$ cat config.mk
export PLATFORM = sky130hd
export DESIGN_NAME = hie_event_ctrl
export DESIGN_NICKNAME = d
export VERILOG_FILES = /design/src/hie_pkg.sv /design/src/hie_event_ctrl.sv
export SDC_FILE = /design/constraint.sdc
export NUM_CORES = 1
export LEC_CHECK = 0
export ABC_AREA = 0
export BUFFER_PORTS_ARGS = -buffer_cell sky130_fd_sc_hd__buf_2
export CELL_PAD_IN_SITES_DETAIL_PLACEMENT = 0
export CELL_PAD_IN_SITES_GLOBAL_PLACEMENT = 2
export CORE_ASPECT_RATIO = 1.25
export CORE_MARGIN = 1
export CORE_UTILIZATION = 30
export DETAILED_ROUTE_END_ITERATION = 8
export PLACE_DENSITY_LB_ADDON = 0.15
export SYNTH_ARGS = -nofsm -noshare
export SYNTH_HDL_FRONTEND = slang
export SYNTH_SLANG_ARGS = --single-unit
$ cat constraint.sdc
create_clock -name CLK_I -period 1.95 [get_ports CLK_I]
set_input_delay 0.39 -clock CLK_I [delete_from_list [all_inputs] [get_ports CLK_I]]
set_output_delay 0.39 -clock CLK_I [all_outputs]
set_load 0.01 [all_outputs]
$ cat src/hie_pkg.sv
// Package: register map, event bit positions, reset values and timing counts for the event block
`default_nettype none

package hie_pkg;

    // Register byte offsets
    localparam logic [7:0] HIE_OFS_EVT_SET = 8'h80;
    localparam logic [7:0] HIE_OFS_EVT_CLR = 8'h84;
    localparam logic [7:0] HIE_OFS_MASK = 8'h88;
    localparam logic [7:0] HIE_OFS_LINK_CTRL = 8'h8C;
    localparam logic [7:0] HIE_OFS_HOST_CTRL = 8'h90;
    localparam logic [7:0] HIE_OFS_PHY_DATA = 8'h94;

    // Event bit positions inside pending_events
    localparam int HIE_BIT_EEPROM = 30;
    localparam int HIE_BIT_SOFT = 29;
    localparam int HIE_BIT_LATE_ACK = 27;
    localparam int HIE_BIT_PHY_BYTE = 26;
    localparam int HIE_BIT_OVERLONG = 25;
    localparam int HIE_BIT_FATAL = 24;
    localparam int HIE_BIT_MISMATCH = 23;
    localparam int HIE_BIT_MISSED = 22;
    localparam int HIE_BIT_BOUNDARY = 20;

    // Control field positions
    localparam int HIE_BIT_MASTER_EN = 21;
    localparam int HIE_BIT_ACK_EN = 0;
    localparam int HIE_PHY_LSB = 0;
    localparam int HIE_SEC_MSB = 31;
    localparam int HIE_SEC_LSB = 25;
    localparam int HIE_TICK_MSB = 24;
    localparam int HIE_TICK_LSB = 12;

    // Bits that exist in pending_events; 31 and 28 are reserved and read zero
    localparam logic [31:0] HIE_EVT_IMPL = 32'h6FD0_0000;

    // Reset values
    localparam logic [31:0] HIE_RST_EVT = 32'h0000_0000;
    localparam logic [31:0] HIE_RST_MASK = 32'h0000_0000;
    localparam logic HIE_RST_MASTER_EN = 1'b0;
    localparam logic HIE_RST_ACK_EN = 1'b0;

    // AXI responses
    localparam logic [1:0] HIE_RESP_OKAY = 2'b00;
    localparam logic [1:0] HIE_RESP_SLVERR = 2'b10;

    // Timing
    localparam int HIE_CLK_PERIOD_NS = 25;
    localparam int HIE_OVERLONG_NS = 125000;
    localparam int HIE_OVERLONG_CYC = HIE_OVERLONG_NS / HIE_CLK_PERIOD_NS;

endpackage

`default_nettype wire

$ cat src/hie_event_ctrl.sv
// Interrupt event collection logic with an AXI4-Lite register slave
//
// Design decision made here: register access over AXI4-Lite.
`default_nettype none

// Notes on behaviour
// - Event bit sets on rising edge of its source or software writing 1 to set.
// - Event bits clear only by software writing 1 to the clear register.
// - Reading the set register returns raw pending events.
// - Reading the clear register returns pending events ANDed with event mask.
// - Bits 31 and 28 always read as zero.
// - Bit 30 raised when serial EEPROM configuration load finishes.
// - Bit 29 has no hardware source; software sets and clears it only.
// - With late-ack enable, bit 27 raised on FIFO data, busy responder or tardy ack.
// - Bit 26 raised on PHY register byte arrival; byte readable afterwards.
// - With period master enabled, bit 25 raised when start-to-gap exceeds 125 us.
// - Overlong-period event clears the period master enable bit.
// - Bit 24 raised on any halting error, such as a context halting.
// - While bit 24 set, normal events of the faulting contexts are blocked.
// - Bit 23 raised when received cycle start disagrees with local timer fields.
// - Bit 22 raised when no cycle start occurs between two boundary events.
// - Missed-period may be raised early on prediction from gap ordering.
// - Boundary event on toggle of timer tick LSB; sets bit 20.
module hie_event_ctrl
    import hie_pkg::*;
#(
    parameter int NCTX = 4,
    parameter int OVERLONG_CYC = hie_pkg::HIE_OVERLONG_CYC
)(
    input wire logic CLK_I,                         // 40 MHz bus clock
    input wire logic RSTN_I,                        // Async reset, active low
    input wire logic [7:0] S_AXI_AWADDR_I,          // Write address
    input wire logic S_AXI_AWVALID_I,               // Write address valid
    output logic S_AXI_AWREADY_O,                   // Write address ready
    input wire logic [31:0] S_AXI_WDATA_I,          // Write data
    input wire logic [3:0] S_AXI_WSTRB_I,           // Write byte strobes
    input wire logic S_AXI_WVALID_I,                // Write data valid
    output logic S_AXI_WREADY_O,                    // Write data ready
    output logic [1:0] S_AXI_BRESP_O,               // Write response
    output logic S_AXI_BVALID_O,                    // Write response valid
    input wire logic S_AXI_BREADY_I,                // Write response ready
    input wire logic [7:0] S_AXI_ARADDR_I,          // Read address
    input wire logic S_AXI_ARVALID_I,               // Read address valid
    output logic S_AXI_ARREADY_O,                   // Read address ready
    output logic [31:0] S_AXI_RDATA_O,              // Read data
    output logic [1:0] S_AXI_RRESP_O,               // Read response
    output logic S_AXI_RVALID_O,                    // Read data valid
    input wire logic S_AXI_RREADY_I,                // Read data ready
    input wire logic EEPROM_DONE_I,                 // EEPROM load finished, level
    input wire logic RXFIFO_PENDING_I,              // Receive data awaits host delivery
    input wire logic PHYRESP_BUSY_I,                // Physical response unit busy
    input wire logic ACK_TARDY_SENT_I,              // An ack_tardy was sent
    input wire logic PHY_BYTE_VALID_I,              // PHY register byte present
    input wire logic [7:0] PHY_BYTE_I,              // PHY register byte
    input wire logic [31:0] TIMER_I,                // Local cycle timer value
    input wire logic CS_TX_START_I,                 // Cycle start send begins, pulse
    input wire logic CS_RX_I,                       // Cycle start received, pulse
    input wire logic [6:0] CS_RX_SEC_I,             // Received seconds value
    input wire logic [12:0] CS_RX_TICK_I,           // Received tick value
    input wire logic SUBGAP_END_I,                  // Subaction gap ended, pulse
    input wire logic ARB_RESET_GAP_I,               // Arbitration reset gap seen, pulse
    input wire logic [NCTX-1:0] CTX_HALT_I,         // Context halted status, level
    input wire logic [NCTX-1:0] CTX_EVT_I,          // Normal context events, pulse
    output logic [NCTX-1:0] CTX_EVT_O,              // Context events after blocking
    output logic PERIOD_MASTER_EN_O,                // Period master enable to link
    output logic IRQ_O                              // Level interrupt
);

    ////////////////////////////////////////////////////////////////////////////////
    // State

    typedef struct packed {
        logic [31:0] pend;
        logic [31:0] mask;
        logic master_en;
        logic ack_en;
        logic [7:0] phy_byte;
        logic prev_eeprom;
        logic prev_ack;
        logic prev_phy;
        logic prev_tick_lsb;
        logic [NCTX-1:0] prev_halt;
        logic [NCTX-1:0] ctx_blk;
        logic [NCTX-1:0] ctx_evt;
        logic long_run;
        logic [15:0] long_cnt;
        logic armed;
        logic seen_cs;
        logic gap_seen;
        logic lost_done;
        logic aw_have;
        logic w_have;
        logic [7:0] awaddr;
        logic [31:0] wdata;
        logic [3:0] wstrb;
        logic awready;
        logic wready;
        logic bvalid;
        logic [1:0] bresp;
        logic arready;
        logic rvalid;
        logic [1:0] rresp;
        logic [31:0] rdata;
        logic irq;
    } hie_state_t;

    hie_state_t st_r;
    hie_state_t st_nxt;
    logic [31:0] wmask;

    // Byte strobes widened to a bit mask
    genvar gi;
    generate
        for (gi = 0; gi < 4; gi++)
        begin : g_wmask
            assign wmask[gi*8 +: 8] = {8{st_r.wstrb[gi]}};
        end
    endgenerate

    ////////////////////////////////////////////////////////////////////////////////
    // Next state

    always_comb
    begin
        logic [31:0] hw_set;
        logic [31:0] sw_set;
        logic [31:0] sw_clr;
        logic [31:0] wval;
        logic do_wr;
        logic ack_cond;
        logic boundary;
        logic cycle_start;
        logic [NCTX-1:0] halt_rise;
        hw_set = '0;
        sw_set = '0;
        sw_clr = '0;
        wval = '0;
        do_wr = 1'b0;
        ack_cond = 1'b0;
        boundary = 1'b0;
        cycle_start = 1'b0;
        halt_rise = '0;
        st_nxt = st_r;

        // Source edge detection; inputs come from units on this clock
        st_nxt.prev_eeprom = EEPROM_DONE_I;
        st_nxt.prev_phy = PHY_BYTE_VALID_I;
        st_nxt.prev_tick_lsb = TIMER_I[HIE_TICK_LSB];
        st_nxt.prev_halt = CTX_HALT_I;
        ack_cond = st_r.ack_en & (RXFIFO_PENDING_I | PHYRESP_BUSY_I | ACK_TARDY_SENT_I);
        st_nxt.prev_ack = ack_cond;

        hw_set[HIE_BIT_EEPROM] = EEPROM_DONE_I & ~st_r.prev_eeprom;
        hw_set[HIE_BIT_LATE_ACK] = ack_cond & ~st_r.prev_ack;
        if (PHY_BYTE_VALID_I & ~st_r.prev_phy)
        begin
            hw_set[HIE_BIT_PHY_BYTE] = 1'b1;
            st_nxt.phy_byte = PHY_BYTE_I;
        end

        // Boundary events follow the tick LSB toggling
        boundary = TIMER_I[HIE_TICK_LSB] ^ st_r.prev_tick_lsb;
        hw_set[HIE_BIT_BOUNDARY] = boundary;

        // Received cycle start checked against local seconds and tick fields
        if (CS_RX_I && ((CS_RX_SEC_I != TIMER_I[HIE_SEC_MSB:HIE_SEC_LSB]) ||
                        (CS_RX_TICK_I != TIMER_I[HIE_TICK_MSB:HIE_TICK_LSB])))
        begin
            hw_set[HIE_BIT_MISMATCH] = 1'b1;
        end

        // Missed period: flagged at most once per period
        cycle_start = CS_TX_START_I | CS_RX_I;
        if (boundary)
        begin
            if (st_r.armed && !st_r.seen_cs && !st_r.lost_done)
            begin
                hw_set[HIE_BIT_MISSED] = 1'b1;
            end
            st_nxt.armed = 1'b1;
            st_nxt.seen_cs = cycle_start;
            st_nxt.gap_seen = 1'b0;
            st_nxt.lost_done = 1'b0;
        end
        else if (st_r.armed)
        begin
            if (cycle_start)
            begin
                st_nxt.seen_cs = 1'b1;
            end
            else if (!st_r.seen_cs && !st_r.lost_done)
            begin
                // Early prediction: a second gap or a reset gap with no start between
                if (ARB_RESET_GAP_I || (SUBGAP_END_I && st_r.gap_seen))
                begin
                    hw_set[HIE_BIT_MISSED] = 1'b1;
                    st_nxt.lost_done = 1'b1;
                end
                else if (SUBGAP_END_I)
                begin
                    st_nxt.gap_seen = 1'b1;
                end
            end
        end

        // Overlong period, timed only while this node is period master
        if (!st_r.master_en)
        begin
            st_nxt.long_run = 1'b0;
            st_nxt.long_cnt = '0;
        end
        else if (CS_TX_START_I)
        begin
            st_nxt.long_run = 1'b1;
            st_nxt.long_cnt = '0;
        end
        else if (st_r.long_run && SUBGAP_END_I)
        begin
            st_nxt.long_run = 1'b0;
        end
        else if (st_r.long_run)
        begin
            st_nxt.long_cnt = st_r.long_cnt + 16'h0001;
            if (st_r.long_cnt >= 16'(OVERLONG_CYC))
            begin
                hw_set[HIE_BIT_OVERLONG] = 1'b1;
                st_nxt.long_run = 1'b0;
            end
        end

        // Halting errors: remember which contexts caused them
        halt_rise = CTX_HALT_I & ~st_r.prev_halt;
        hw_set[HIE_BIT_FATAL] = |halt_rise;
        st_nxt.ctx_blk = st_r.ctx_blk | halt_rise;
        st_nxt.ctx_evt = CTX_EVT_I & ~(st_r.ctx_blk & {NCTX{st_r.pend[HIE_BIT_FATAL]}});

        ////////////////////////////////////////////////////////////////////////////
        // AXI4-Lite write: address and data accepted in either order
        if (S_AXI_AWVALID_I && st_r.awready)
        begin
            st_nxt.aw_have = 1'b1;
            st_nxt.awaddr = S_AXI_AWADDR_I;
        end
        if (S_AXI_WVALID_I && st_r.wready)
        begin
            st_nxt.w_have = 1'b1;
            st_nxt.wdata = S_AXI_WDATA_I;
            st_nxt.wstrb = S_AXI_WSTRB_I;
        end
        if (st_r.bvalid && S_AXI_BREADY_I)
        begin
            st_nxt.bvalid = 1'b0;
        end
        if (st_r.aw_have && st_r.w_have && !st_r.bvalid)
        begin
            do_wr = 1'b1;
            st_nxt.aw_have = 1'b0;
            st_nxt.w_have = 1'b0;
            st_nxt.bvalid = 1'b1;
            st_nxt.bresp = HIE_RESP_OKAY;
        end
        wval = st_r.wdata & wmask;
        if (do_wr)
        begin
            case ({st_r.awaddr[7:2], 2'b00})
                HIE_OFS_EVT_SET: sw_set = wval & HIE_EVT_IMPL;
                HIE_OFS_EVT_CLR: sw_clr = wval & HIE_EVT_IMPL;
                HIE_OFS_MASK: st_nxt.mask = (st_r.mask & ~wmask) | (wval & HIE_EVT_IMPL);
                HIE_OFS_LINK_CTRL:
                begin
                    if (wmask[HIE_BIT_MASTER_EN])
                    begin
                        st_nxt.master_en = wval[HIE_BIT_MASTER_EN];
                    end
                end
                HIE_OFS_HOST_CTRL:
                begin
                    if (wmask[HIE_BIT_ACK_EN])
                    begin
                        st_nxt.ack_en = wval[HIE_BIT_ACK_EN];
                    end
                end
                HIE_OFS_PHY_DATA: st_nxt.bresp = HIE_RESP_OKAY;
                default: st_nxt.bresp = HIE_RESP_SLVERR;
            endcase
        end

        // Hardware auto-clear beats a software write in the same cycle
        if (hw_set[HIE_BIT_OVERLONG])
        begin
            st_nxt.master_en = 1'b0;
        end

        // A set landing with its clear is kept
        st_nxt.pend = ((st_r.pend & ~sw_clr) | hw_set | sw_set) & HIE_EVT_IMPL;
        if (!st_nxt.pend[HIE_BIT_FATAL])
        begin
            st_nxt.ctx_blk = '0;
        end

        ////////////////////////////////////////////////////////////////////////////
        // AXI4-Lite read: one outstanding, answered the cycle after acceptance
        if (st_r.rvalid && S_AXI_RREADY_I)
        begin
            st_nxt.rvalid = 1'b0;
        end
        if (S_AXI_ARVALID_I && st_r.arready)
        begin
            st_nxt.rvalid = 1'b1;
            st_nxt.rresp = HIE_RESP_OKAY;
            st_nxt.rdata = '0;
            case ({S_AXI_ARADDR_I[7:2], 2'b00})
                HIE_OFS_EVT_SET: st_nxt.rdata = st_r.pend & HIE_EVT_IMPL;
                HIE_OFS_EVT_CLR: st_nxt.rdata = st_r.pend & st_r.mask & HIE_EVT_IMPL;
                HIE_OFS_MASK: st_nxt.rdata = st_r.mask;
                HIE_OFS_LINK_CTRL: st_nxt.rdata[HIE_BIT_MASTER_EN] = st_r.master_en;
                HIE_OFS_HOST_CTRL: st_nxt.rdata[HIE_BIT_ACK_EN] = st_r.ack_en;
                HIE_OFS_PHY_DATA: st_nxt.rdata[HIE_PHY_LSB +: 8] = st_r.phy_byte;
                default: st_nxt.rresp = HIE_RESP_SLVERR;
            endcase
        end

        // Ready only while nothing of that kind is held or awaiting response
        st_nxt.awready = !st_nxt.aw_have && !st_nxt.bvalid && !(S_AXI_AWVALID_I && st_r.awready);
        st_nxt.wready = !st_nxt.w_have && !st_nxt.bvalid && !(S_AXI_WVALID_I && st_r.wready);
        st_nxt.arready = !st_nxt.rvalid;

        st_nxt.irq = |(st_nxt.pend & st_nxt.mask);
    end

    ////////////////////////////////////////////////////////////////////////////////
    // Registers

    always_ff @(posedge CLK_I or negedge RSTN_I)
    begin
        if (!RSTN_I)
        begin
            st_r <= '0;
            st_r.pend <= HIE_RST_EVT;
            st_r.mask <= HIE_RST_MASK;
            st_r.master_en <= HIE_RST_MASTER_EN;
            st_r.ack_en <= HIE_RST_ACK_EN;
        end
        else
        begin
            st_r <= st_nxt;
        end
    end

    assign S_AXI_AWREADY_O = st_r.awready;
    assign S_AXI_WREADY_O = st_r.wready;
    assign S_AXI_BVALID_O = st_r.bvalid;
    assign S_AXI_BRESP_O = st_r.bresp;
    assign S_AXI_ARREADY_O = st_r.arready;
    assign S_AXI_RVALID_O = st_r.rvalid;
    assign S_AXI_RRESP_O = st_r.rresp;
    assign S_AXI_RDATA_O = st_r.rdata;
    assign CTX_EVT_O = st_r.ctx_evt;
    assign PERIOD_MASTER_EN_O = st_r.master_en;
    assign IRQ_O = st_r.irq;

endmodule

`default_nettype wire

==> reports/results.txt <==
Hold Path Depth = 1
share of layout cells above drive strength 1 = 38.1%
post-route ant nets = 0
cell count of the worst reg-to-reg path = 7
Post-Syn Instances = 633
drt drc = 0
post-synth top area cell = dfrtp_1
#FFs+latches synth = 152
Std-Cell Rows = 61
leakage power = 4.28 nW
Yosys Warn Count = 0
RSZ-0062 raised after global routing = true
first-pass GRT wire length = 27900 um
GRT overflow = 0
Post-DP Area = 0.00812 mm^2
Overall Power = 9.94 mW
Reg clk slew, reported paths = 0.06 ns
final slew viol count = 0
Die Area = 0.0235 mm^2
min setup slack post-route = -0.287 ns
maximum root-to-sink buffer count = 2
crit end category = flop
final setup vio count = 2
GRT Overall Usage = 15.7%
min Tclk post-route = 2.24 ns
Power Dens Cells = 1110 mW/mm^2
cts bufs inserted = 17
Yosys top cell area share = 55.5%
Nets = 947
register area share after synthesis = 55.5%
initial antenna violation count = 0
Slew HR = 60.4%
Detailed Routing Iterations Pass 1 = 4
most frequent cell after synthesis = dfrtp_1
PortBufs = 144
Hold WS = 0.0879 ns
syn nets = 771
EDFF count, synth = 0
CTS Sinks = 152
Tcrit/Tclk final = 115%
hold_sp = CTX_HALT_I[1]
Critical R2R Launch = st_r[84]$_DFFE_PN0P_
setup TNS = -0.296 ns
worst-skew pair later-pin latency = 0.42 ns
pin count of the biggest net entering global routing = 58
HPWL after DPL = 13000 um
synth cell count leaders = dfrtp_1, nand2_1, buf_4
Hold Crit Class = input port to flop
area of the mapped netlist = 0.00686 mm^2
maximum VDD drop = 0.619 mV
Worst EP required = 2.23 ns
area of the core = 0.0224 mm^2
Synth area leaders = dfrtp_1, mux2_2, buf_4
chip width = 137 um
clock share of power = 33.3%
Avg WL per Cell = 15.6 um
Final Hold Viols = 0
f_max = 447 MHz
Synth cell types = 57
Net Sw Frac = 30.9%
pre-CTS setup slack = -0.566 ns
WS Path Type = flop to flop
GP Congestion = 0.825
Initial Utilization = 30.7%
sequential power share = 40.1%
r2r setup slk = -0.29 ns
failing checks = negative setup slack
drt initial violations = 202
TritonCTS clock tree = yes
switching pwr = 3.07 mW
reg2reg end = IRQ_O$_DFF_PN0_
Crit Path Max Fanout = 7
max-cap violations = 0
I/O Pins = 183
top_reg_cell synth = dfrtp_1
combinational power share = 26.5%
Via density = 4.60
Critical Path AT = 2.52 ns
vias = 5083
Worst setup SP type = flop
status = finished with violations
Int Pwr = 6.87 mW
H-tree depth = 4
Worst Hold Endpoint = st_r[118]$_DFF_PN0_
Root Driver = clkbuf_16
antenna cells = 0
ys async rst share = 100%
Final Instance Area = 0.00899 mm^2
Worst-Margin Slew = 0.593 ns
area added between synthesis and finish = 31.1%
Die H = 171 um
number of global-route vias before repair = 5342
skew final = 0.00983 ns
Post-Syn Area per Cell = 10.8 um^2
Post-Route WL = 17200 um
==> flip-flops by register name (all words and copies together) (netlist names), named ones only <==
register            flops
CTX_EVT_O               4
IRQ_O                   1
PERIOD_MASTER_EN_O      1
S_AXI_ARREADY_O         1
S_AXI_AWREADY_O         1
S_AXI_BRESP_O           1
S_AXI_BVALID_O          1
S_AXI_RDATA_O          32
S_AXI_RRESP_O           1
S_AXI_RVALID_O          1
S_AXI_WREADY_O          1
st_r                  106
==> layer usage <==
layer	part of all wire, %	wire, um	vias up	global-route usage [%]
met3	3.3	562	23	3.02
met5	0	0	-	0
met4	2.1	361	0	6.55
met2	48	8300	98	25.0
li1	-	-	2511	-
met1	46	7960	2451	20.6
==> final cells by class <==
cell class | count | area (um^2)
inverter | 20 | 75.1
multi-input combinational | 399 | 2830
sequential | 152 | 3800
clock inverter | 13 | 144
fill | 2261 | 13400
timing repair buffer | 219 | 1330
tap | 283 | 354
clock buffer | 19 | 453
==> worst max-delay path: stages (launching register included) <==
cell and delay, ns:
dfrtp_1 0.37, or4b_4 0.65, buf_6 0.17, o31ai_4 0.24, a22oi_2 0.13, a2111oi_4 0.30, buf_4 0.16, nand4_1 0.08
==> cell usage in the layout (no fill, tap or decap), drive strengths merged, types with 5 or more instances in the layout <==
cell    count
nor3        9
o31ai       6
a22oi      10
nand2      71
xnor2      21
dfrtp     152
xor2       14
nor4        8
nor2       34
a21boi      5
o21ai      46
inv        23
o41ai       7
nand4      14
clkbuf     19
and2        8
nand3       9
a21oi      19
mux2       37
o21a        5
buf       218
nor2b      30
==> power by group through the flow <==
stage | clock network, mW | registers [mW] | logic, mW
2_1_floorplan | 0 | 3.96 | 1.17
3_3_place_gp | 0 | 4.02 | 2.27
3_5_place_dp | 0 | 4.03 | 2.31
4_1_cts | 3.41 | 3.99 | 2.55
5_1_grt | 3.55 | 4.06 | 2.89
6_report | 3.31 | 3.99 | 2.64
==> per-stage QoR <==
stage	cells	util [%]
final	1105	40.2
after global routing	1105	40.2
after CTS	1106	39.9
after detailed placement	1069	36.3
after global placement	1069	36.3
after floorplan	633	-
==> kinds of logic after synthesis <==
logic type	count (synthesis)	share of synthesized area, %
simple gates	208	15.4
xor+xnor	35	4.47
flops	152	55.5
buf+inv	82	6.82
mux	39	6.37
fa+ha+maj	2	0.365
other cells	1	0.0547
compound gates	114	11.0
==> what timing repair did <==
| action | 4_1_cts | 5_1_grt |
|---|---|---|
| hold buffers | 1 | 0 |
| resized for setup | 25 | 10 |
| pin swaps | 13 | 2 |
| buffers inserted | 4 | 2 |
| setup endpoints to repair | 2 | 8 |
| endpoints found under the hold margin | 40 | 0 |
==> worst max-delay path by stage <==
stage	from	to	slack (ns)	depth (start not counted)
after global routing	st_r[82]$_DFFE_PN0P_	IRQ_O$_DFF_PN0_	-0.38	7
after detailed placement	st_r[83]$_DFFE_PN0P_	IRQ_O$_DFF_PN0_	-0.57	6
final	st_r[84]$_DFFE_PN0P_	IRQ_O$_DFF_PN0_	-0.29	7
after floorplan	st_r[82]$_DFFE_PN0P_	IRQ_O$_DFF_PN0_	-0.18	6
after global placement	st_r[83]$_DFFE_PN0P_	IRQ_O$_DFF_PN0_	-0.66	6
after CTS	st_r[84]$_DFFE_PN0P_	IRQ_O$_DFF_PN0_	-0.30	6
Power figures use the tool's default switching activity.
